### src/acr_pkg.sv
// Package with offsets, field layouts and encodings of the converter block
`default_nettype none
package acr_pkg;
    localparam logic [7:0] IO_SEL_OFS = 8'h07;
    localparam logic [7:0] IO_RES_LO_OFS = 8'h04;
    localparam logic [7:0] IO_RES_HI_OFS = 8'h05;
    localparam logic [7:0] DATA_SPACE_BASE = 8'h20;
    localparam logic [7:0] IO_MAX_OFS = 8'h3f;
    localparam logic [7:0] SEL_RESET = 8'h00;
    localparam int REF_MSB = 7;
    localparam int REF_LSB = 6;
    localparam int ALIGN_BIT = 5;
    localparam int CHAN_MSB = 4;
    localparam int CHAN_LSB = 0;
    localparam int RES_W = 10;
    localparam logic [RES_W-1:0] RES_RESET = 10'h000;
    localparam logic [7:0] RDATA_RESET = 8'h00;
    localparam logic [7:0] UNMAPPED_RDATA = 8'h00;
    localparam logic FLAG_RESET = 1'b0;
    localparam logic [4:0] DIFF_FIRST = 5'h08;
    localparam logic [4:0] DIFF_LAST = 5'h1d;
    typedef enum logic [1:0] {
        ACR_REF_EXT = 2'h0,
        ACR_REF_SUPPLY = 2'h1,
        ACR_REF_RSVD = 2'h2,
        ACR_REF_INT = 2'h3
    } acr_ref_t;
endpackage : acr_pkg
`default_nettype wire

### src/acr_format.sv
// Result formatter: places a 10-bit code into two bytes by alignment
`timescale 1ns/1ps
`default_nettype none
module acr_format (
    input wire logic [9:0] code,        // Stored conversion code
    input wire logic left_align,        // One selects left alignment
    output logic [7:0] low_byte,        // Formatted low byte
    output logic [7:0] high_byte        // Formatted high byte
);
    always_comb begin
        if (left_align) begin
            high_byte = code[9:2];
            low_byte = {code[1:0], 6'h00};
        end else begin
            high_byte = {6'h00, code[9:8]};
            low_byte = code[7:0];
        end
    end
endmodule : acr_format
`default_nettype wire

### src/acr_result_select.sv
// Result formatting and buffered input selection of a 10-bit converter
// Function
// - Result bytes readable once the done flag is set for that conversion.
// - Single-ended result is an unsigned 10-bit code, 0x000 to 0x3ff.
// - Differential result is a signed two's complement code, 0x200 to 0x1ff.
// - Differential sign sits in result bit 9, inside the high byte.
// - Selection register at I/O offset 0x07, data space offset plus 0x20.
// - Selection register resets to zero, every bit read and write.
// - Bits 7:6 reference, bit 5 left align, bits 4:0 channel and gain.
// - Reference writes during a conversion apply only after it completes.
// - Reference codes: 00 external pin, 01 supply, 10 reserved, 11 internal.
// - Left align bit one gives left aligned bytes, zero right aligned.
// - Channel and gain writes during a conversion apply after it completes.
// - Left align changes re-present result bytes at once.
// - Done flag sets when a conversion completes and bytes are updated.
`timescale 1ns/1ps
`default_nettype none
module acr_result_select (
    input wire logic clk_sys,            // System clock, 100 MHz
    input wire logic rst_n,              // Asynchronous reset, active low
    input wire logic [7:0] io_addr,      // Register address
    input wire logic io_data_space,      // One: address is data space form
    input wire logic io_we,              // Write strobe
    input wire logic io_re,              // Read strobe
    input wire logic [7:0] io_wdata,     // Write data
    output logic [7:0] io_rdata,         // Read data, registered
    input wire logic conv_start,         // Pulse: analog side starts sampling
    input wire logic conv_complete,      // Pulse: analog side finished
    input wire logic [9:0] conv_code,    // Raw code with conv_complete
    input wire logic done_flag_clear,    // Pulse: clear done flag
    output logic conversion_done_flag,   // Sticky completion flag
    output logic conv_busy,              // Conversion in progress
    output logic [1:0] reference_select, // Active reference selection
    output logic [4:0] channel_gain_select, // Active channel and gain
    output logic external_reference_pin, // External pin used as reference
    output logic analog_supply_reference, // Supply used as reference
    output logic internal_ref_enable,    // Internal reference powered
    output logic result_is_differential  // Active channel is differential
);
    logic [7:0] sel_q, sel_d;
    logic [1:0] ref_q, ref_d;
    logic [4:0] chan_q, chan_d;
    logic busy_q, busy_d;
    logic done_q, done_d;
    logic [9:0] res_q, res_d;
    logic [7:0] rdata_q, rdata_d;
    logic [7:0] ofs;
    logic ofs_ok;
    logic hit_sel, hit_lo, hit_hi;
    logic sel_write;
    logic [7:0] res_lo, res_hi;
    logic left_align_result;

    assign left_align_result = sel_q[acr_pkg::ALIGN_BIT];

    // Field layout must tile the eight register bits without gaps
    if (acr_pkg::REF_MSB != 7 || acr_pkg::CHAN_LSB != 0 ||
        acr_pkg::REF_LSB != acr_pkg::ALIGN_BIT + 1 ||
        acr_pkg::ALIGN_BIT != acr_pkg::CHAN_MSB + 1) begin : g_layout_bad
        $error("selection field layout does not fill eight bits");
    end
    if (acr_pkg::RES_W != 10) begin : g_width_bad
        $error("result formatter serves a 10-bit code only");
    end

    // Both addressing forms land on the same offset
    always_comb begin
        ofs_ok = 1'b1;
        ofs = io_addr;
        if (io_data_space) begin
            ofs = io_addr - acr_pkg::DATA_SPACE_BASE;
            ofs_ok = (io_addr >= acr_pkg::DATA_SPACE_BASE) &&
                     (ofs <= acr_pkg::IO_MAX_OFS);
        end else if (io_addr > acr_pkg::IO_MAX_OFS) begin
            ofs_ok = 1'b0;
        end
        hit_sel = ofs_ok && (ofs == acr_pkg::IO_SEL_OFS);
        hit_lo = ofs_ok && (ofs == acr_pkg::IO_RES_LO_OFS);
        hit_hi = ofs_ok && (ofs == acr_pkg::IO_RES_HI_OFS);
        sel_write = io_we && hit_sel;
    end

    acr_format u_fmt (
        .code(res_q),
        .left_align(left_align_result),
        .low_byte(res_lo),
        .high_byte(res_hi)
    );

    // Software copy of the selection register, writable at any time
    always_comb begin
        sel_d = sel_q;
        if (sel_write) begin
            sel_d = io_wdata;
        end
    end

    always_ff @(posedge clk_sys or negedge rst_n) begin
        if (!rst_n) begin
            sel_q <= acr_pkg::SEL_RESET;
        end else begin
            sel_q <= sel_d;
        end
    end

    // Busy spans start to completion; completion wins a tie with start
    always_comb begin
        busy_d = busy_q;
        if (conv_start) begin
            busy_d = 1'b1;
        end
        if (conv_complete) begin
            busy_d = 1'b0;
        end
    end

    always_ff @(posedge clk_sys or negedge rst_n) begin
        if (!rst_n) begin
            busy_q <= acr_pkg::FLAG_RESET;
        end else begin
            busy_q <= busy_d;
        end
    end

    // A clear in the completing cycle loses, so no completion is missed
    always_comb begin
        done_d = done_q;
        if (done_flag_clear) begin
            done_d = 1'b0;
        end
        if (conv_complete) begin
            done_d = 1'b1;
        end
    end

    always_ff @(posedge clk_sys or negedge rst_n) begin
        if (!rst_n) begin
            done_q <= acr_pkg::FLAG_RESET;
        end else begin
            done_q <= done_d;
        end
    end

    // Active copy follows the register except while a conversion runs;
    // the completing cycle already takes the pending value
    always_comb begin
        ref_d = ref_q;
        chan_d = chan_q;
        if (!busy_q || conv_complete) begin
            ref_d = sel_d[acr_pkg::REF_MSB:acr_pkg::REF_LSB];
            chan_d = sel_d[acr_pkg::CHAN_MSB:acr_pkg::CHAN_LSB];
        end
    end

    always_ff @(posedge clk_sys or negedge rst_n) begin
        if (!rst_n) begin
            ref_q <= acr_pkg::SEL_RESET[acr_pkg::REF_MSB:acr_pkg::REF_LSB];
            chan_q <= acr_pkg::SEL_RESET[acr_pkg::CHAN_MSB:acr_pkg::CHAN_LSB];
        end else begin
            ref_q <= ref_d;
            chan_q <= chan_d;
        end
    end

    // Result store keeps the last completed code until the next one
    always_comb begin
        res_d = res_q;
        if (conv_complete) begin
            res_d = conv_code;
        end
    end

    always_ff @(posedge clk_sys or negedge rst_n) begin
        if (!rst_n) begin
            res_q <= acr_pkg::RES_RESET;
        end else begin
            res_q <= res_d;
        end
    end

    // Read data is captured at the strobe edge and held until the next
    always_comb begin
        rdata_d = rdata_q;
        if (io_re) begin
            rdata_d = acr_pkg::UNMAPPED_RDATA;
            if (hit_sel) begin
                rdata_d = sel_q;
            end else if (hit_lo) begin
                rdata_d = res_lo;
            end else if (hit_hi) begin
                rdata_d = res_hi;
            end
        end
    end

    always_ff @(posedge clk_sys or negedge rst_n) begin
        if (!rst_n) begin
            rdata_q <= acr_pkg::RDATA_RESET;
        end else begin
            rdata_q <= rdata_d;
        end
    end

    // Reference source decode
    always_comb begin
        external_reference_pin = 1'b0;
        analog_supply_reference = 1'b0;
        internal_ref_enable = 1'b0;
        case (acr_pkg::acr_ref_t'(ref_q))
            acr_pkg::ACR_REF_EXT: external_reference_pin = 1'b1;
            acr_pkg::ACR_REF_SUPPLY: analog_supply_reference = 1'b1;
            acr_pkg::ACR_REF_INT: internal_ref_enable = 1'b1;
            default: ;
        endcase
    end

    assign result_is_differential = (chan_q >= acr_pkg::DIFF_FIRST) &&
                                    (chan_q <= acr_pkg::DIFF_LAST);
    assign io_rdata = rdata_q;
    assign conversion_done_flag = done_q;
    assign conv_busy = busy_q;
    assign reference_select = ref_q;
    assign channel_gain_select = chan_q;
endmodule : acr_result_select
`default_nettype wire

### config.mk
export PLATFORM = sky130hd
export DESIGN_NAME = acr_result_select
export DESIGN_NICKNAME = d
export VERILOG_FILES = /design/src/acr_pkg.sv /design/src/acr_format.sv /design/src/acr_result_select.sv
export SDC_FILE = /design/constraint.sdc
export NUM_CORES = 1
export LEC_CHECK = 0
export ABC_CLOCK_PERIOD_IN_PS = 1600
export BUFFER_PORTS_ARGS = -buffer_cell sky130_fd_sc_hd__clkbuf_2
export CORE_MARGIN = 2
export CORE_UTILIZATION = 45
export CTS_CLUSTER_SIZE = 24
export DETAILED_ROUTE_END_ITERATION = 6
export GPL_ROUTABILITY_DRIVEN = 0
export GPL_TIMING_DRIVEN = 0
export PLACE_DENSITY = 0.8
export SLEW_MARGIN = 20
export SYNTH_ARGS = -nofsm -noshare
export SYNTH_HDL_FRONTEND = slang
export SYNTH_SLANG_ARGS = --single-unit
### constraint.sdc
create_clock -name clk_sys -period 1.6 [get_ports clk_sys]
set_input_delay 0.32 -clock clk_sys [delete_from_list [all_inputs] [get_ports clk_sys]]
set_output_delay 0.32 -clock clk_sys [all_outputs]
set_load 0.005 [all_outputs]
==> flow_summary.html, run 1 <==
<table>
<tr><th>Metric</th><th>Value</th></tr>
<tr><th colspan="2">STA</th></tr>
<tr><td>Fin Hold WS</td><td>125 ps</td></tr>
<tr><td>Unrepaired setup endpoints after global routing</td><td>yes</td></tr>
<tr><td>Final hold violation count</td><td>0</td></tr>
<tr><td># setup viols final</td><td>13</td></tr>
<tr><td>Worst-Margin Slew</td><td>851 ps</td></tr>
<tr><td>Headroom to the max-slew limit</td><td>0.433</td></tr>
<tr><td>Post-route setup slack</td><td>-222 ps</td></tr>
<tr><td>Setup TNS</td><td>-1900 ps</td></tr>
<tr><td>Max Clock Skew</td><td>4.46 ps</td></tr>
<tr><td>Timing-limited maximum frequency</td><td>549 MHz</td></tr>
<tr><td>Max-slew violations</td><td>0</td></tr>
<tr><td>Final worst-path cycle share</td><td>1.14</td></tr>
<tr><td>Final critical delay including setup and external delays</td><td>1820 ps</td></tr>
<tr><th colspan="2">Worst setup path</th></tr>
<tr><td>Number of cells on the worst reg-to-reg path</td><td>3</td></tr>
<tr><td>Startpoint of the worst register-to-register path</td><td>conv_busy$_DFFE_PN0P_</td></tr>
<tr><td>Launching element of the worst setup path</td><td>io_addr[4]</td></tr>
<tr><td>Worst reg-to-reg setup slack</td><td>220 ps</td></tr>
<tr><td>Worst path required time</td><td>1780 ps</td></tr>
<tr><td>End point of the critical path</td><td>channel_gain_select[0]$_DFFE_PN0P_</td></tr>
<tr><td>Crit Path Category</td><td>in -&gt; reg</td></tr>
<tr><td>Endpoint of the lowest-slack register-to-register path</td><td>channel_gain_select[0]$_DFFE_PN0P_</td></tr>
<tr><td>Worst-path fanout max</td><td>8</td></tr>
<tr><td>Critical path capture point type</td><td>flop</td></tr>
<tr><td>Arrival time of data at the critical path endpoint</td><td>2000 ps</td></tr>
<tr><td>Type of origin of the critical path</td><td>input pin</td></tr>
<tr><th colspan="2">Clock network</th></tr>
<tr><td>CTS tree</td><td>yes</td></tr>
<tr><td>Clock insertion delay at the later pin of the skew report</td><td>290 ps</td></tr>
<tr><td>Number of buffers between clock root and the deepest sink</td><td>2</td></tr>
<tr><td>CTS sink cnt</td><td>35</td></tr>
<tr><td>Clock transition at the register clock pins on the worst setup and hold paths after CTS</td><td>70 ps</td></tr>
<tr><td>Total clock buffers created by CTS</td><td>5</td></tr>
<tr><td>Deepest level of the CTS H-tree</td><td>2</td></tr>
<tr><td>Root Buffer Master</td><td>sky130_fd_sc_hd__clkbuf_8</td></tr>
<tr><th colspan="2">Floorplan</th></tr>
<tr><td>Initial cell density of the core</td><td>0.461</td></tr>
<tr><td>Placement Rows</td><td>22</td></tr>
<tr><td>Die Y</td><td>65.0 µm</td></tr>
<tr><td>Core area</td><td>3630 µm²</td></tr>
<tr><td>Area enclosed by the die boundary</td><td>4230 µm²</td></tr>
<tr><td>Number of I/O pins</td><td>55</td></tr>
<tr><td>Die span in x</td><td>65.0 µm</td></tr>
<tr><th colspan="2">Layout</th></tr>
<tr><td>Leading cell type in the layout, fill and taps excluded</td><td>sky130_fd_sc_hd__clkbuf_2</td></tr>
<tr><td>Highest-count cells in the layout ignoring fill and taps</td><td>sky130_fd_sc_hd__clkbuf_2, sky130_fd_sc_hd__dfrtp_1, sky130_fd_sc_hd__mux2_4, sky130_fd_sc_hd__mux2_2</td></tr>
<tr><td>Count of antenna diodes in the layout</td><td>0</td></tr>
<tr><td>Net count reported at finish</td><td>238</td></tr>
<tr><td>Final core utilization</td><td>0.608</td></tr>
<tr><td>Cell area after layout</td><td>2210 µm²</td></tr>
<tr><td>Layout cells sized above 1</td><td>0.495</td></tr>
<tr><td>Non-filler cells in the finished layout</td><td>252</td></tr>
<tr><td>Synthesis-to-layout area growth</td><td>31.7%</td></tr>
<tr><th colspan="2">Logic synthesis</th></tr>
<tr><td>Number of distinct library cells after synthesis</td><td>33</td></tr>
<tr><td>Area leader, netlist</td><td>sky130_fd_sc_hd__dfrtp_1</td></tr>
<tr><td>Share of Yosys cell area claimed by the top area cell type</td><td>0.522</td></tr>
<tr><td>Mean post-synth cell area</td><td>12.1 µm²</td></tr>
<tr><td>Post-synth design cell area</td><td>1680 µm²</td></tr>
<tr><td>Leading cell types by total area after synthesis</td><td>sky130_fd_sc_hd__dfrtp_1, sky130_fd_sc_hd__mux2_2, sky130_fd_sc_hd__mux2_4, sky130_fd_sc_hd__o221ai_1, sky130_fd_sc_hd__a22oi_1</td></tr>
<tr><td>Net count after synthesis</td><td>173</td></tr>
<tr><td>Count of state elements after synthesis</td><td>35</td></tr>
<tr><td>Sequential-to-total area share from yosys stat</td><td>0.522</td></tr>
<tr><td>Gate count after technology mapping</td><td>138</td></tr>
<tr><td>Total of warnings raised by yosys</td><td>0</td></tr>
<tr><th colspan="2">Global routing</th></tr>
<tr><td>Largest net degree at the start of global routing</td><td>36</td></tr>
<tr><td>Global-route wire length before repair</td><td>5.84 mm</td></tr>
<tr><td>Vias in the first global route</td><td>1262</td></tr>
<tr><td>Global routing usage on met3</td><td>0.0573</td></tr>
<tr><td>Gr busiest metal</td><td>met2</td></tr>
<tr><td>Initial antenna violation count</td><td>0</td></tr>
<tr><td>Global Route met1 Usage</td><td>0.249</td></tr>
<tr><td>GRT met2 Usage</td><td>0.289</td></tr>
<tr><td>All-layer global routing usage</td><td>0.188</td></tr>
<tr><td>Total congestion overflow after global routing</td><td>0</td></tr>
<tr><th colspan="2">Placement</th></tr>
<tr><td>Placement-stage worst setup slack</td><td>-622 ps</td></tr>
<tr><td>PortBufs</td><td>53</td></tr>
<tr><td>Post-detailed-placement half-perimeter wirelength</td><td>2.62 mm</td></tr>
<tr><td>Post-DP Area</td><td>2040 µm²</td></tr>
<tr><td>Total placed cells including tap cells</td><td>239</td></tr>
<tr><th colspan="2">Run status</th></tr>
<tr><td>Outcome</td><td>complete, but fails checks</td></tr>
<tr><td>Failing checks</td><td>setup timing</td></tr>
<tr><th colspan="2">Route</th></tr>
<tr><td>Length of the first detailed-routing pass in iterations</td><td>4</td></tr>
<tr><td>WL per Instance</td><td>14.2 µm</td></tr>
<tr><td>Drt total wl</td><td>3.57 mm</td></tr>
<tr><td>Mean number of vias per cell</td><td>5.26</td></tr>
<tr><td>First DRT Iteration DRCs</td><td>73</td></tr>
<tr><td>DRC violation count after routing</td><td>0</td></tr>
<tr><td>Vias after detailed routing</td><td>1325</td></tr>
<tr><td>Residual antenna-violating net count after detailed routing</td><td>0</td></tr>
<tr><th colspan="2">Pwr</th></tr>
<tr><td>Overall power consumption</td><td>1.88 mW</td></tr>
<tr><td>LEAKAGE</td><td>1.09 nW</td></tr>
<tr><td>Ratio of total power to cell area</td><td>851 nW/µm²</td></tr>
<tr><td>Largest vdd supply drop</td><td>0.000408 V</td></tr>
<tr><th colspan="2">Job</th></tr>
<tr><td>Max-Cap Viols</td><td>0</td></tr>
<tr><th colspan="2">Worst hold path</th></tr>
<tr><td>Worst hold path class</td><td>in -&gt; async</td></tr>
</table>
==> state kept, by name, summed over array words and instances, names as in the netlist <==
| register | cells |
|---|---|
| channel_gain_select | 5 |
| conv_busy | 1 |
| conversion_done_flag | 1 |
| io_rdata | 8 |
| reference_select | 2 |
| res_q | 10 |
| sel_q | 8 |
==> repair_timing <==
item	4_1_cts	5_1_grt
resized for setup	4	10
pin swaps	2	2
buffers inserted	5	4
setup endpoints to repair	17	17
hold buffers	0	0
==> synth_stat cells, drive strengths merged <==
cell type / number
a211o: 2
a21o: 1
a21oi: 4
a22oi: 5
and2: 3
and2b: 1
and4: 2
buf: 3
clkbuf: 4
dfrtp: 35
ha: 1
inv: 7
mux2: 25
mux2i: 2
nand2: 3
nand2b: 1
nand3: 6
nand3b: 1
nand4: 4
nand4b: 1
nor2: 7
nor2b: 6
nor3: 1
o21a: 1
o21ai: 2
o221a: 2
o221ai: 5
o22ai: 1
or4: 1
xor2: 1
==> cell type report <==
type                            instances  area [µm²]
Fill cell                             318        1430
Sequential cell                        35         876
Multi-Input combinational cell         89         793
Timing Repair Buffer                   59         338
Clock buffer                            6        72.6
Tap cell                               48        60.1
Buffer                                  6        30.0
Inverter                                7        26.3
Clock inverter                          2        12.5
==> critical path, stage by stage <==
cell and delay (ps):
sky130_fd_sc_hd__buf_6 90, sky130_fd_sc_hd__or4_4 530, sky130_fd_sc_hd__o22ai_4 160, sky130_fd_sc_hd__and2b_1 150, sky130_fd_sc_hd__buf_6 160, sky130_fd_sc_hd__mux2_4 320
sky130_fd_sc_hd__mux2_4 260
==> metal layers <==
metal / up-vias / part of all wire
li1: 636 / -
met2: 43 / 0.47
met4: 0 / 0.023
met1: 638 / 0.46
met5: - / 0
met3: 8 / 0.048
==> how the worst min path moves through the flow <==
| stage | endpoint | slack (ps) | cells past startpoint |
|---|---|---|---|
| after floorplan | channel_gain_select[0]$_DFFE_PN0P_ | 20 | 0 |
| after global placement | reference_select[1]$_DFFE_PN0P_ | 460 | 1 |
| after detailed placement | io_rdata[5]$_DFFE_PN0P_ | 470 | 1 |
| after CTS | io_rdata[3]$_DFFE_PN0P_ | 150 | 1 |
| after global routing | io_rdata[3]$_DFFE_PN0P_ | 200 | 1 |
| final | io_rdata[3]$_DFFE_PN0P_ | 120 | 1 |
==> logic make-up after synthesis <==
kind of cell             count (synthesis)  synth area share
AO/OA/AOI/OAI                           23             0.107
buffers and inverters                   14            0.0358
multiplexers                            27             0.196
flip-flops                              35             0.522
AND/OR/NAND/NOR                         37             0.127
XOR/XNOR                                 1           0.00522
adder cells (fa/ha/maj)                  1           0.00746
==> power by group <==
| group | switching [mW] | total [mW] | internal, mW |
|---|---|---|---|
| Clock | 0.326 | 0.630 | 0.304 |
| Sequential | 0.0468 | 0.987 | 0.940 |
| Combinational | 0.115 | 0.262 | 0.148 |
Note: power is estimated with default switching activity, not from simulation.
==> run 2, diff against run 1 <==
Settings changed: ABC_CLOCK_PERIOD_IN_PS 1600 to 2180, PLACE_DENSITY 0.8 to 0.68.
Clock period 1.6 ns to 2.18 ns, I/O delays scaled along.
==> flow_summary.html, run 2 (synthesized netlist as in run 1, its figures left out) <==
<table>
<tr><th>Metric</th><th>Value</th></tr>
<tr><th colspan="2">Global routing</th></tr>
<tr><td>All-layer global routing usage</td><td>0.185 (-0.00336)</td></tr>
<tr><td>Initial antenna violation count</td><td>0 (unchanged)</td></tr>
<tr><td>Largest net degree at the start of global routing</td><td>36 (unchanged)</td></tr>
<tr><td>Vias in the first global route</td><td>1334 (+5.7%)</td></tr>
<tr><td>Total congestion overflow after global routing</td><td>0 (unchanged)</td></tr>
<tr><td>Global-route wire length before repair</td><td>5.84 mm (-0.12%)</td></tr>
<tr><th colspan="2">Floorplan</th></tr>
<tr><td>Core area</td><td>3630 µm² (unchanged)</td></tr>
<tr><td>Number of I/O pins</td><td>55 (unchanged)</td></tr>
<tr><td>Initial cell density of the core</td><td>0.461 (unchanged)</td></tr>
<tr><td>Placement Rows</td><td>22 (unchanged)</td></tr>
<tr><td>Area enclosed by the die boundary</td><td>4230 µm² (unchanged)</td></tr>
<tr><td>Die Y</td><td>65.0 µm (unchanged)</td></tr>
<tr><td>Die span in x</td><td>65.0 µm (unchanged)</td></tr>
<tr><th colspan="2">Route</th></tr>
<tr><td>Length of the first detailed-routing pass in iterations</td><td>4 (unchanged)</td></tr>
<tr><td>DRC violation count after routing</td><td>0 (unchanged)</td></tr>
<tr><td>WL per Instance</td><td>14.2 µm (unchanged)</td></tr>
<tr><td>First DRT Iteration DRCs</td><td>32 (-56%)</td></tr>
<tr><td>Residual antenna-violating net count after detailed routing</td><td>0 (unchanged)</td></tr>
<tr><td>Drt total wl</td><td>3.49 mm (-2.4%)</td></tr>
<tr><td>Mean number of vias per cell</td><td>5.40 (+2.7%)</td></tr>
<tr><td>Vias after detailed routing</td><td>1328 (+0.23%)</td></tr>
<tr><th colspan="2">Worst setup path</th></tr>
<tr><td>Type of origin of the critical path</td><td>input pin</td></tr>
<tr><td>Delay contributed by the slowest stage of the critical path</td><td>530 ps (about the same)</td></tr>
<tr><td>Cell count along the critical path</td><td>7 (unchanged)</td></tr>
<tr><td>Number of cells on the worst reg-to-reg path</td><td>4 (+1)</td></tr>
<tr><td>Top delay family on crit path</td><td>simple AND/OR/NAND/NOR gates</td></tr>
<tr><td>Crit Path Category</td><td>in -&gt; reg</td></tr>
<tr><td>Arrival time of data at the critical path endpoint</td><td>2230 ps (+230 ps)</td></tr>
<tr><td>Critical path capture point type</td><td>flop</td></tr>
<tr><td>Launching element of the worst setup path</td><td>io_addr[4]</td></tr>
<tr><td>Endpoint of the lowest-slack register-to-register path</td><td>io_rdata[6]$_DFFE_PN0P_</td></tr>
<tr><td>Slowest cell on the critical path</td><td>sky130_fd_sc_hd__or4_1</td></tr>
<tr><td>Worst reg-to-reg setup slack</td><td>750 ps (+530 ps)</td></tr>
<tr><td>Cells along the critical path</td><td>clkbuf_2 &gt; or4_1 &gt; o22ai_2 &gt; and2b_1 &gt; buf_6 &gt; mux2_4 &gt; mux2_2</td></tr>
<tr><td>End point of the critical path</td><td>reference_select[0]$_DFFE_PN0P_</td></tr>
<tr><td>Worst path buffer plus inverter count</td><td>2 (unchanged)</td></tr>
<tr><td>Worst path required time</td><td>2360 ps (+580 ps)</td></tr>
<tr><td>Startpoint of the worst register-to-register path</td><td>sel_q[5]$_DFFE_PN0N_</td></tr>
<tr><td>Worst-path fanout max</td><td>8 (unchanged)</td></tr>
<tr><th colspan="2">Clock network</th></tr>
<tr><td>Total clock buffers created by CTS</td><td>5 (unchanged)</td></tr>
<tr><td>CTS sink cnt</td><td>35 (unchanged)</td></tr>
<tr><td>Number of buffers between clock root and the deepest sink</td><td>2 (unchanged)</td></tr>
<tr><td>Quantity of hold-fixing buffers added after cts</td><td>0 (unchanged)</td></tr>
<tr><td>Deepest level of the CTS H-tree</td><td>2 (unchanged)</td></tr>
<tr><td>Clock insertion delay at the later pin of the skew report</td><td>290 ps (about the same)</td></tr>
<tr><td>CTS tree</td><td>yes</td></tr>
<tr><td># resized after CTS</td><td>0 (-4)</td></tr>
<tr><td>Clock transition at the register clock pins on the worst setup and hold paths after CTS</td><td>70 ps (about the same)</td></tr>
<tr><td>Root Buffer Master</td><td>sky130_fd_sc_hd__clkbuf_8</td></tr>
<tr><td>Setup fix buffers added after clock tree synthesis</td><td>0 (-5)</td></tr>
<tr><th colspan="2">Pwr</th></tr>
<tr><td>Ratio of total power to cell area</td><td>687 nW/µm² (-19%)</td></tr>
<tr><td>Largest vdd supply drop</td><td>0.000616 V (+51%)</td></tr>
<tr><td>LEAKAGE</td><td>1.03 nW (-5.1%)</td></tr>
<tr><td>Overall power consumption</td><td>1.45 mW (-23%)</td></tr>
<tr><th colspan="2">Layout</th></tr>
<tr><td>Leading cell type in the layout, fill and taps excluded</td><td>sky130_fd_sc_hd__clkbuf_2</td></tr>
<tr><td>Layout cells sized above 1</td><td>0.460 (-0.0355)</td></tr>
<tr><td>Most flop-heavy register</td><td>res_q</td></tr>
<tr><td>Count of antenna diodes in the layout</td><td>0 (unchanged)</td></tr>
<tr><td>Layout fillers</td><td>339 (+6.6%)</td></tr>
<tr><td>Highest-count cells in the layout ignoring fill and taps</td><td>sky130_fd_sc_hd__clkbuf_2, sky130_fd_sc_hd__dfrtp_1, sky130_fd_sc_hd__mux2_2</td></tr>
<tr><td>Net count reported at finish</td><td>233 (-2.1%)</td></tr>
<tr><td>Flip-flop count of the largest register, all copies and words added</td><td>10 (unchanged)</td></tr>
<tr><td>Synthesis-to-layout area growth</td><td>25.5%</td></tr>
<tr><th colspan="2">STA</th></tr>
<tr><td>Unrepaired setup endpoints after global routing</td><td>no</td></tr>
<tr><td>Final hold violation count</td><td>0 (unchanged)</td></tr>
<tr><td>Final worst-path cycle share</td><td>0.942</td></tr>
<tr><td>Timing-limited maximum frequency</td><td>487 MHz</td></tr>
<tr><td>Worst-Margin Slew</td><td>834 ps (-16.2 ps)</td></tr>
<tr><td>Setup TNS</td><td>0 ps (+1900 ps)</td></tr>
<tr><td>Max-slew violations</td><td>0 (unchanged)</td></tr>
<tr><td>Max Clock Skew</td><td>5.87 ps (+1.41 ps)</td></tr>
<tr><td>Headroom to the max-slew limit</td><td>0.444 (+0.0108)</td></tr>
<tr><td># setup viols final</td><td>0 (-13)</td></tr>
<tr><td>Final critical delay including setup and external delays</td><td>2050 ps</td></tr>
<tr><th colspan="2">Placement</th></tr>
<tr><td>Post-detailed-placement half-perimeter wirelength</td><td>2.64 mm (+0.77%)</td></tr>
<tr><td>PortBufs</td><td>53 (unchanged)</td></tr>
<tr><th colspan="2">Worst hold path</th></tr>
<tr><td>Worst hold path class</td><td>in -&gt; async</td></tr>
<tr><th colspan="2">Job</th></tr>
<tr><td>Max-Cap Viols</td><td>0 (unchanged)</td></tr>
<tr><th colspan="2">Run status</th></tr>
<tr><td>Outcome</td><td>complete, no violations</td></tr>
</table>
## run 2: changes by cell type in the layout (fill, tap and decap cells not counted), sizes merged
cell / change
bufinv: +1
clkinvlp: -1
clkbuf: +3
clkinv: -1
buf: -8
## run 2: power breakdown
group,internal [mW],switching [mW]
Sequential,0.690,0.0338
Combinational,0.0935,0.0796
Clock,0.335,0.214
## run 2: worst min path at each step
stage | to | slack, ps | startpoint | cells after the start
floorplan | channel_gain_select[0]$_DFFE_PN0P_ | 140 | rst_n | 0
global placement | conversion_done_flag$_DFFE_PN0P_ | 460 | conversion_done_flag$_DFFE_PN0P_ | 1
detailed placement | conversion_done_flag$_DFFE_PN0P_ | 480 | conversion_done_flag$_DFFE_PN0P_ | 1
CTS | conversion_done_flag$_DFFE_PN0P_ | 280 | rst_n | 1
global route | res_q[4]$_DFFE_PN0P_ | 310 | rst_n | 1
finish | conversion_done_flag$_DFFE_PN0P_ | 240 | rst_n | 1
## run 2: layout make-up
cell class / count / area (µm²) / area share
plain buffers: 7 / 33.8 / 0.0161
clock buffers: 6 / 72.6 / 0.0345
clock inverters: 1 / 30.0 / 0.0143
inverters: 7 / 26.3 / 0.0125
multi-input cells: 89 / 741 / 0.352
flip-flops and latches: 35 / 876 / 0.416
well taps: 48 / 60.1 / 0.0285
repair buffers: 53 / 265 / 0.126
## run 2: metrics by stage
stage                     setup WS (ps)  cell area [µm²]  utilization  hold WS [ps]  cells
after floorplan                    36.1             1680            -           140    138
after global placement             -146             2000        0.551           462    239
after detailed placement           -178             2000        0.551           476    239
after CTS                           108             2100        0.579           281    246
after global routing               70.8             2100        0.579           313    246
final                               126             2100        0.579           242    246
## run 2: worst register-to-register path, cell delays in order, from the launching register on
cell	delay, ps
sky130_fd_sc_hd__dfrtp_1	380
sky130_fd_sc_hd__clkbuf_1	350
sky130_fd_sc_hd__mux2i_1	290
sky130_fd_sc_hd__o221ai_1	150
sky130_fd_sc_hd__o221a_2	160
## run 2: layer usage
layer / vias up / track usage / wire length [µm]
met1: 648 / 0.219 / 1460
met4: 0 / 0.115 / 91
li1: 628 / - / -
met3: 11 / 0.0417 / 196
met2: 41 / 0.304 / 1740
met5: - / 0 / 0
==> run 3, diff against run 2 <==
Settings changed: PLACE_DENSITY 0.68 to 0.67, SYNTH_HIERARCHICAL set to 1.
==> flow_summary.html, run 3 <==
<table>
<tr><th>Metric</th><th>Value</th></tr>
<tr><th colspan="2">Worst hold path</th></tr>
<tr><td>Worst hold path class</td><td>in -&gt; async</td></tr>
<tr><th colspan="2">Route</th></tr>
<tr><td>Length of the first detailed-routing pass in iterations</td><td>4 (unchanged)</td></tr>
<tr><td>First DRT Iteration DRCs</td><td>101 (+220%)</td></tr>
<tr><td>WL per Instance</td><td>14.4 µm (+1.5%)</td></tr>
<tr><td>Drt total wl</td><td>4.07 mm (+17%)</td></tr>
<tr><td>Residual antenna-violating net count after detailed routing</td><td>0 (unchanged)</td></tr>
<tr><td>Mean number of vias per cell</td><td>5.19 (-3.8%)</td></tr>
<tr><td>M1 wire length</td><td>1.89 mm (+30%)</td></tr>
<tr><td>Vias after detailed routing</td><td>1470 (+11%)</td></tr>
<tr><td>DRC violation count after routing</td><td>0 (unchanged)</td></tr>
<tr><td>Detailed route wirelength on metal2</td><td>1.92 mm (+10%)</td></tr>
<tr><td>Uppermost signal routing layer after detailed routing</td><td>met4</td></tr>
<tr><td>Met3 Wirelength</td><td>232 µm (+18%)</td></tr>
<tr><th colspan="2">STA</th></tr>
<tr><td>Final worst-path cycle share</td><td>0.958 (+0.0161)</td></tr>
<tr><td># setup viols final</td><td>0 (unchanged)</td></tr>
<tr><td>Unrepaired setup endpoints after global routing</td><td>no</td></tr>
<tr><td>Timing-limited maximum frequency</td><td>479 MHz (-1.7%)</td></tr>
<tr><td>Worst-Margin Slew</td><td>845 ps (+10.8 ps)</td></tr>
<tr><td>Final hold violation count</td><td>0 (unchanged)</td></tr>
<tr><td>Max-slew violations</td><td>0 (unchanged)</td></tr>
<tr><td>Final critical delay including setup and external delays</td><td>2090 ps (+35.2 ps)</td></tr>
<tr><td>Fin Hold WS</td><td>248 ps (+6.39 ps)</td></tr>
<tr><td>Headroom to the max-slew limit</td><td>0.437 (-0.00719)</td></tr>
<tr><td>Max Clock Skew</td><td>8.57 ps (+2.70 ps)</td></tr>
<tr><th colspan="2">Logic synthesis</th></tr>
<tr><td>Net count after synthesis</td><td>204 (+18%)</td></tr>
<tr><td>Area leader, netlist</td><td>sky130_fd_sc_hd__dfrtp_1</td></tr>
<tr><td>Share of Yosys cell area claimed by the top area cell type</td><td>0.459 (-0.0631)</td></tr>
<tr><td>Gate count after technology mapping</td><td>169 (+22%)</td></tr>
<tr><td>Ys flop type</td><td>sky130_fd_sc_hd__dfrtp_1</td></tr>
<tr><td>Sequential-to-total area share from yosys stat</td><td>0.459 (-0.0631)</td></tr>
<tr><td>Post-synth design cell area</td><td>1910 µm² (+14%)</td></tr>
<tr><td>Mean post-synth cell area</td><td>11.3 µm² (-7.1%)</td></tr>
<tr><td>Share of async-settable or async-resettable flops after synthesis</td><td>1.00 (unchanged)</td></tr>
<tr><td>Most repeated cell in the gate-level netlist after synthesis</td><td>sky130_fd_sc_hd__dfrtp_1</td></tr>
<tr><td>Total of warnings raised by yosys</td><td>6 (+6)</td></tr>
<tr><td>Count of state elements after synthesis</td><td>35 (unchanged)</td></tr>
<tr><td>Leading cell types by total area after synthesis</td><td>sky130_fd_sc_hd__dfrtp_1, sky130_fd_sc_hd__mux2_2, sky130_fd_sc_hd__mux2_4, sky130_fd_sc_hd__and2_1, sky130_fd_sc_hd__mux2i_1</td></tr>
<tr><td>Top cells by instance count after synthesis</td><td>sky130_fd_sc_hd__dfrtp_1, sky130_fd_sc_hd__nand2_1, sky130_fd_sc_hd__and2_1, sky130_fd_sc_hd__mux2_2</td></tr>
<tr><td>Count of flip-flops with a built-in enable after synthesis</td><td>0 (unchanged)</td></tr>
<tr><td>Number of distinct library cells after synthesis</td><td>32 (-3.0%)</td></tr>
<tr><th colspan="2">Clock network</th></tr>
<tr><td>Number of buffers between clock root and the deepest sink</td><td>2 (unchanged)</td></tr>
<tr><td>CTS tree</td><td>yes</td></tr>
<tr><td>Root Buffer Master</td><td>sky130_fd_sc_hd__clkbuf_8</td></tr>
<tr><td>Clock insertion delay at the later pin of the skew report</td><td>280 ps (about the same)</td></tr>
<tr><td>Deepest level of the CTS H-tree</td><td>2 (unchanged)</td></tr>
<tr><td>Clock transition at the register clock pins on the worst setup and hold paths after CTS</td><td>70 ps (about the same)</td></tr>
<tr><td>Total clock buffers created by CTS</td><td>5 (unchanged)</td></tr>
<tr><td>CTS sink cnt</td><td>35 (unchanged)</td></tr>
<tr><th colspan="2">Worst setup path</th></tr>
<tr><td>Worst path required time</td><td>2340 ps (-20 ps)</td></tr>
<tr><td>Launching element of the worst setup path</td><td>io_addr[5]</td></tr>
<tr><td>Endpoint of the lowest-slack register-to-register path</td><td>io_rdata[6]$_DFFE_PN0P_</td></tr>
<tr><td>Delay contributed by the slowest stage of the critical path</td><td>470 ps (-60 ps)</td></tr>
<tr><td>Type of origin of the critical path</td><td>input pin</td></tr>
<tr><td>Startpoint of the worst register-to-register path</td><td>sel_q[5]$_DFFE_PN0N_</td></tr>
<tr><td>Cells along the critical path</td><td>clkbuf_2 &gt; inv_1 &gt; ha_1 &gt; nand3_1 &gt; nor4_4 &gt; or2_1 &gt; buf_6 &gt; buf_12 &gt; mux2_4</td></tr>
<tr><td>Slowest cell on the critical path</td><td>sky130_fd_sc_hd__nor4_4</td></tr>
<tr><td>Crit Path Category</td><td>in -&gt; reg</td></tr>
<tr><td>Number of cells on the worst reg-to-reg path</td><td>5 (+1)</td></tr>
<tr><td>Critical path capture point type</td><td>flop</td></tr>
<tr><td>Worst reg-to-reg setup slack</td><td>720 ps (-30 ps)</td></tr>
<tr><td>End point of the critical path</td><td>sel_q[6]$_DFF_PN0_</td></tr>
<tr><td>Arrival time of data at the critical path endpoint</td><td>2250 ps (+20 ps)</td></tr>
<tr><td>Worst-path fanout max</td><td>10 (+2)</td></tr>
<tr><th colspan="2">Layout</th></tr>
<tr><td>Cell area after layout</td><td>2360 µm² (+12%)</td></tr>
<tr><td>Highest-count cells in the layout ignoring fill and taps</td><td>sky130_fd_sc_hd__clkbuf_2, sky130_fd_sc_hd__dfrtp_1, sky130_fd_sc_hd__nand2_1, sky130_fd_sc_hd__mux2_2, sky130_fd_sc_hd__and2_1</td></tr>
<tr><td>Layout cells sized above 1</td><td>0.429 (-0.0304)</td></tr>
<tr><td>Flip-flop count of the largest register, all copies and words added</td><td>10 (unchanged)</td></tr>
<tr><td>Net count reported at finish</td><td>267 (+15%)</td></tr>
<tr><td>Count of antenna diodes in the layout</td><td>0 (unchanged)</td></tr>
<tr><td>Layout fillers</td><td>394 (+16%)</td></tr>
<tr><td>Most flop-heavy register</td><td>res_q</td></tr>
<tr><td>Leading cell type in the layout, fill and taps excluded</td><td>sky130_fd_sc_hd__clkbuf_2</td></tr>
<tr><td>Final core utilization</td><td>0.586 (+0.00713)</td></tr>
<tr><td>Synthesis-to-layout area growth</td><td>23.9%</td></tr>
<tr><th colspan="2">Global routing</th></tr>
<tr><td>Total congestion overflow after global routing</td><td>0 (unchanged)</td></tr>
<tr><td>Largest net degree at the start of global routing</td><td>36 (unchanged)</td></tr>
<tr><td>Vias in the first global route</td><td>1422 (+6.6%)</td></tr>
<tr><td>All-layer global routing usage</td><td>0.174 (-0.0114)</td></tr>
<tr><td>Global-route wire length before repair</td><td>6.71 mm (+15%)</td></tr>
<tr><td>Initial antenna violation count</td><td>0 (unchanged)</td></tr>
<tr><th colspan="2">Floorplan</th></tr>
<tr><td>Core area</td><td>4030 µm² (+11%)</td></tr>
<tr><td>Die Y</td><td>69.1 µm (+6.2%)</td></tr>
<tr><td>Die span in x</td><td>69.1 µm (+6.2%)</td></tr>
<tr><td>Area enclosed by the die boundary</td><td>4770 µm² (+13%)</td></tr>
<tr><td>Number of I/O pins</td><td>55 (unchanged)</td></tr>
<tr><td>Placement Rows</td><td>23 (+4.5%)</td></tr>
<tr><td>Initial cell density of the core</td><td>0.473 (+0.0119)</td></tr>
<tr><th colspan="2">Pwr</th></tr>
<tr><td>LEAKAGE</td><td>1.18 nW (+14%)</td></tr>
<tr><td>Ratio of total power to cell area</td><td>608 nW/µm² (-12%)</td></tr>
<tr><td>Largest vdd supply drop</td><td>0.000357 V (-42%)</td></tr>
<tr><th colspan="2">Placement</th></tr>
<tr><td>PortBufs</td><td>54 (+1.9%)</td></tr>
<tr><td>Post-DP Area</td><td>2240 µm² (+12%)</td></tr>
<tr><td>Post-detailed-placement half-perimeter wirelength</td><td>3.10 mm (+17%)</td></tr>
<tr><th colspan="2">Run status</th></tr>
<tr><td>Outcome</td><td>complete, no violations</td></tr>
<tr><th colspan="2">Job</th></tr>
<tr><td>Max-Cap Viols</td><td>0 (unchanged)</td></tr>
</table>
## run 3: how the worst min path moves through the flow
stage / start / endpoint / slack, ps / cells after the start
after floorplan: rst_n / channel_gain_select[0]$_DFFE_PN0P_ / 140 / 0
after global placement: conversion_done_flag$_DFFE_PN0P_ / conversion_done_flag$_DFFE_PN0P_ / 470 / 1
after detailed placement: conversion_done_flag$_DFFE_PN0P_ / conversion_done_flag$_DFFE_PN0P_ / 480 / 1
after CTS: rst_n / io_rdata[1]$_DFFE_PN0P_ / 290 / 1
after global routing: rst_n / io_rdata[1]$_DFFE_PN0P_ / 330 / 1
final: rst_n / io_rdata[1]$_DFFE_PN0P_ / 250 / 1
## run 3: critical path, delay by kind of cell
kind	cells	cell delay [ps]
multiplexers	1	300
buffers and inverters	4	410
AND/OR/NAND/NOR	3	800
adder cells (fa/ha/maj)	1	290
## run 3: layout make-up
| cell class | instances | area, µm² | share of cell area |
|---|---|---|---|
| tap | 50 | 62.6 | 0.0265 |
| multi-input combinational | 120 | 946 | 0.400 |
| inverter | 4 | 15.0 | 0.00636 |
| buffer | 10 | 77.6 | 0.0328 |
| clock buffer | 8 | 100 | 0.0424 |
| sequential | 35 | 876 | 0.371 |
| timing repair buffer | 56 | 285 | 0.121 |
## run 3: logic make-up after synthesis
group	synth area share
compound gates	0.120
flops	0.459
fa+ha+maj	0.00656
mux	0.186
simple gates	0.180
buf+inv	0.0485
## run 3: through the flow
stage | instances | setup WS, ps | power [mW] | TNS (ps)
after floorplan | 169 | 87.5 | 0.853 | 0
after global placement | 273 | -273 | 0.939 | -1990
after detailed placement | 273 | -272 | 0.945 | -1990
after CTS | 281 | 18.1 | 1.46 | 0
after global routing | 283 | 7.42 | 1.51 | 0
final | 283 | 91.0 | 1.44 | 0
## run 3: routing by layer
layer  global-route usage  vias to the layer above
li1                     -                      726
met1                0.231                      695
met2                0.278                       47
met3               0.0512                        2
met4               0.0458                        0
met5                    0                        -
## run 3: what timing repair did
action | in CTS | in global routing
setup buffers | 0 | 2
setup endpoints to repair | 0 | 3
hold buffers | 0 | 0
resized for setup | 0 | 1
endpoints found under the hold margin | 0 | 0
## run 3: power breakdown
group          switching [mW]  internal [mW]
combinational          0.0966          0.117
clock                   0.217          0.288
sequential             0.0301          0.687
total                   0.344           1.09
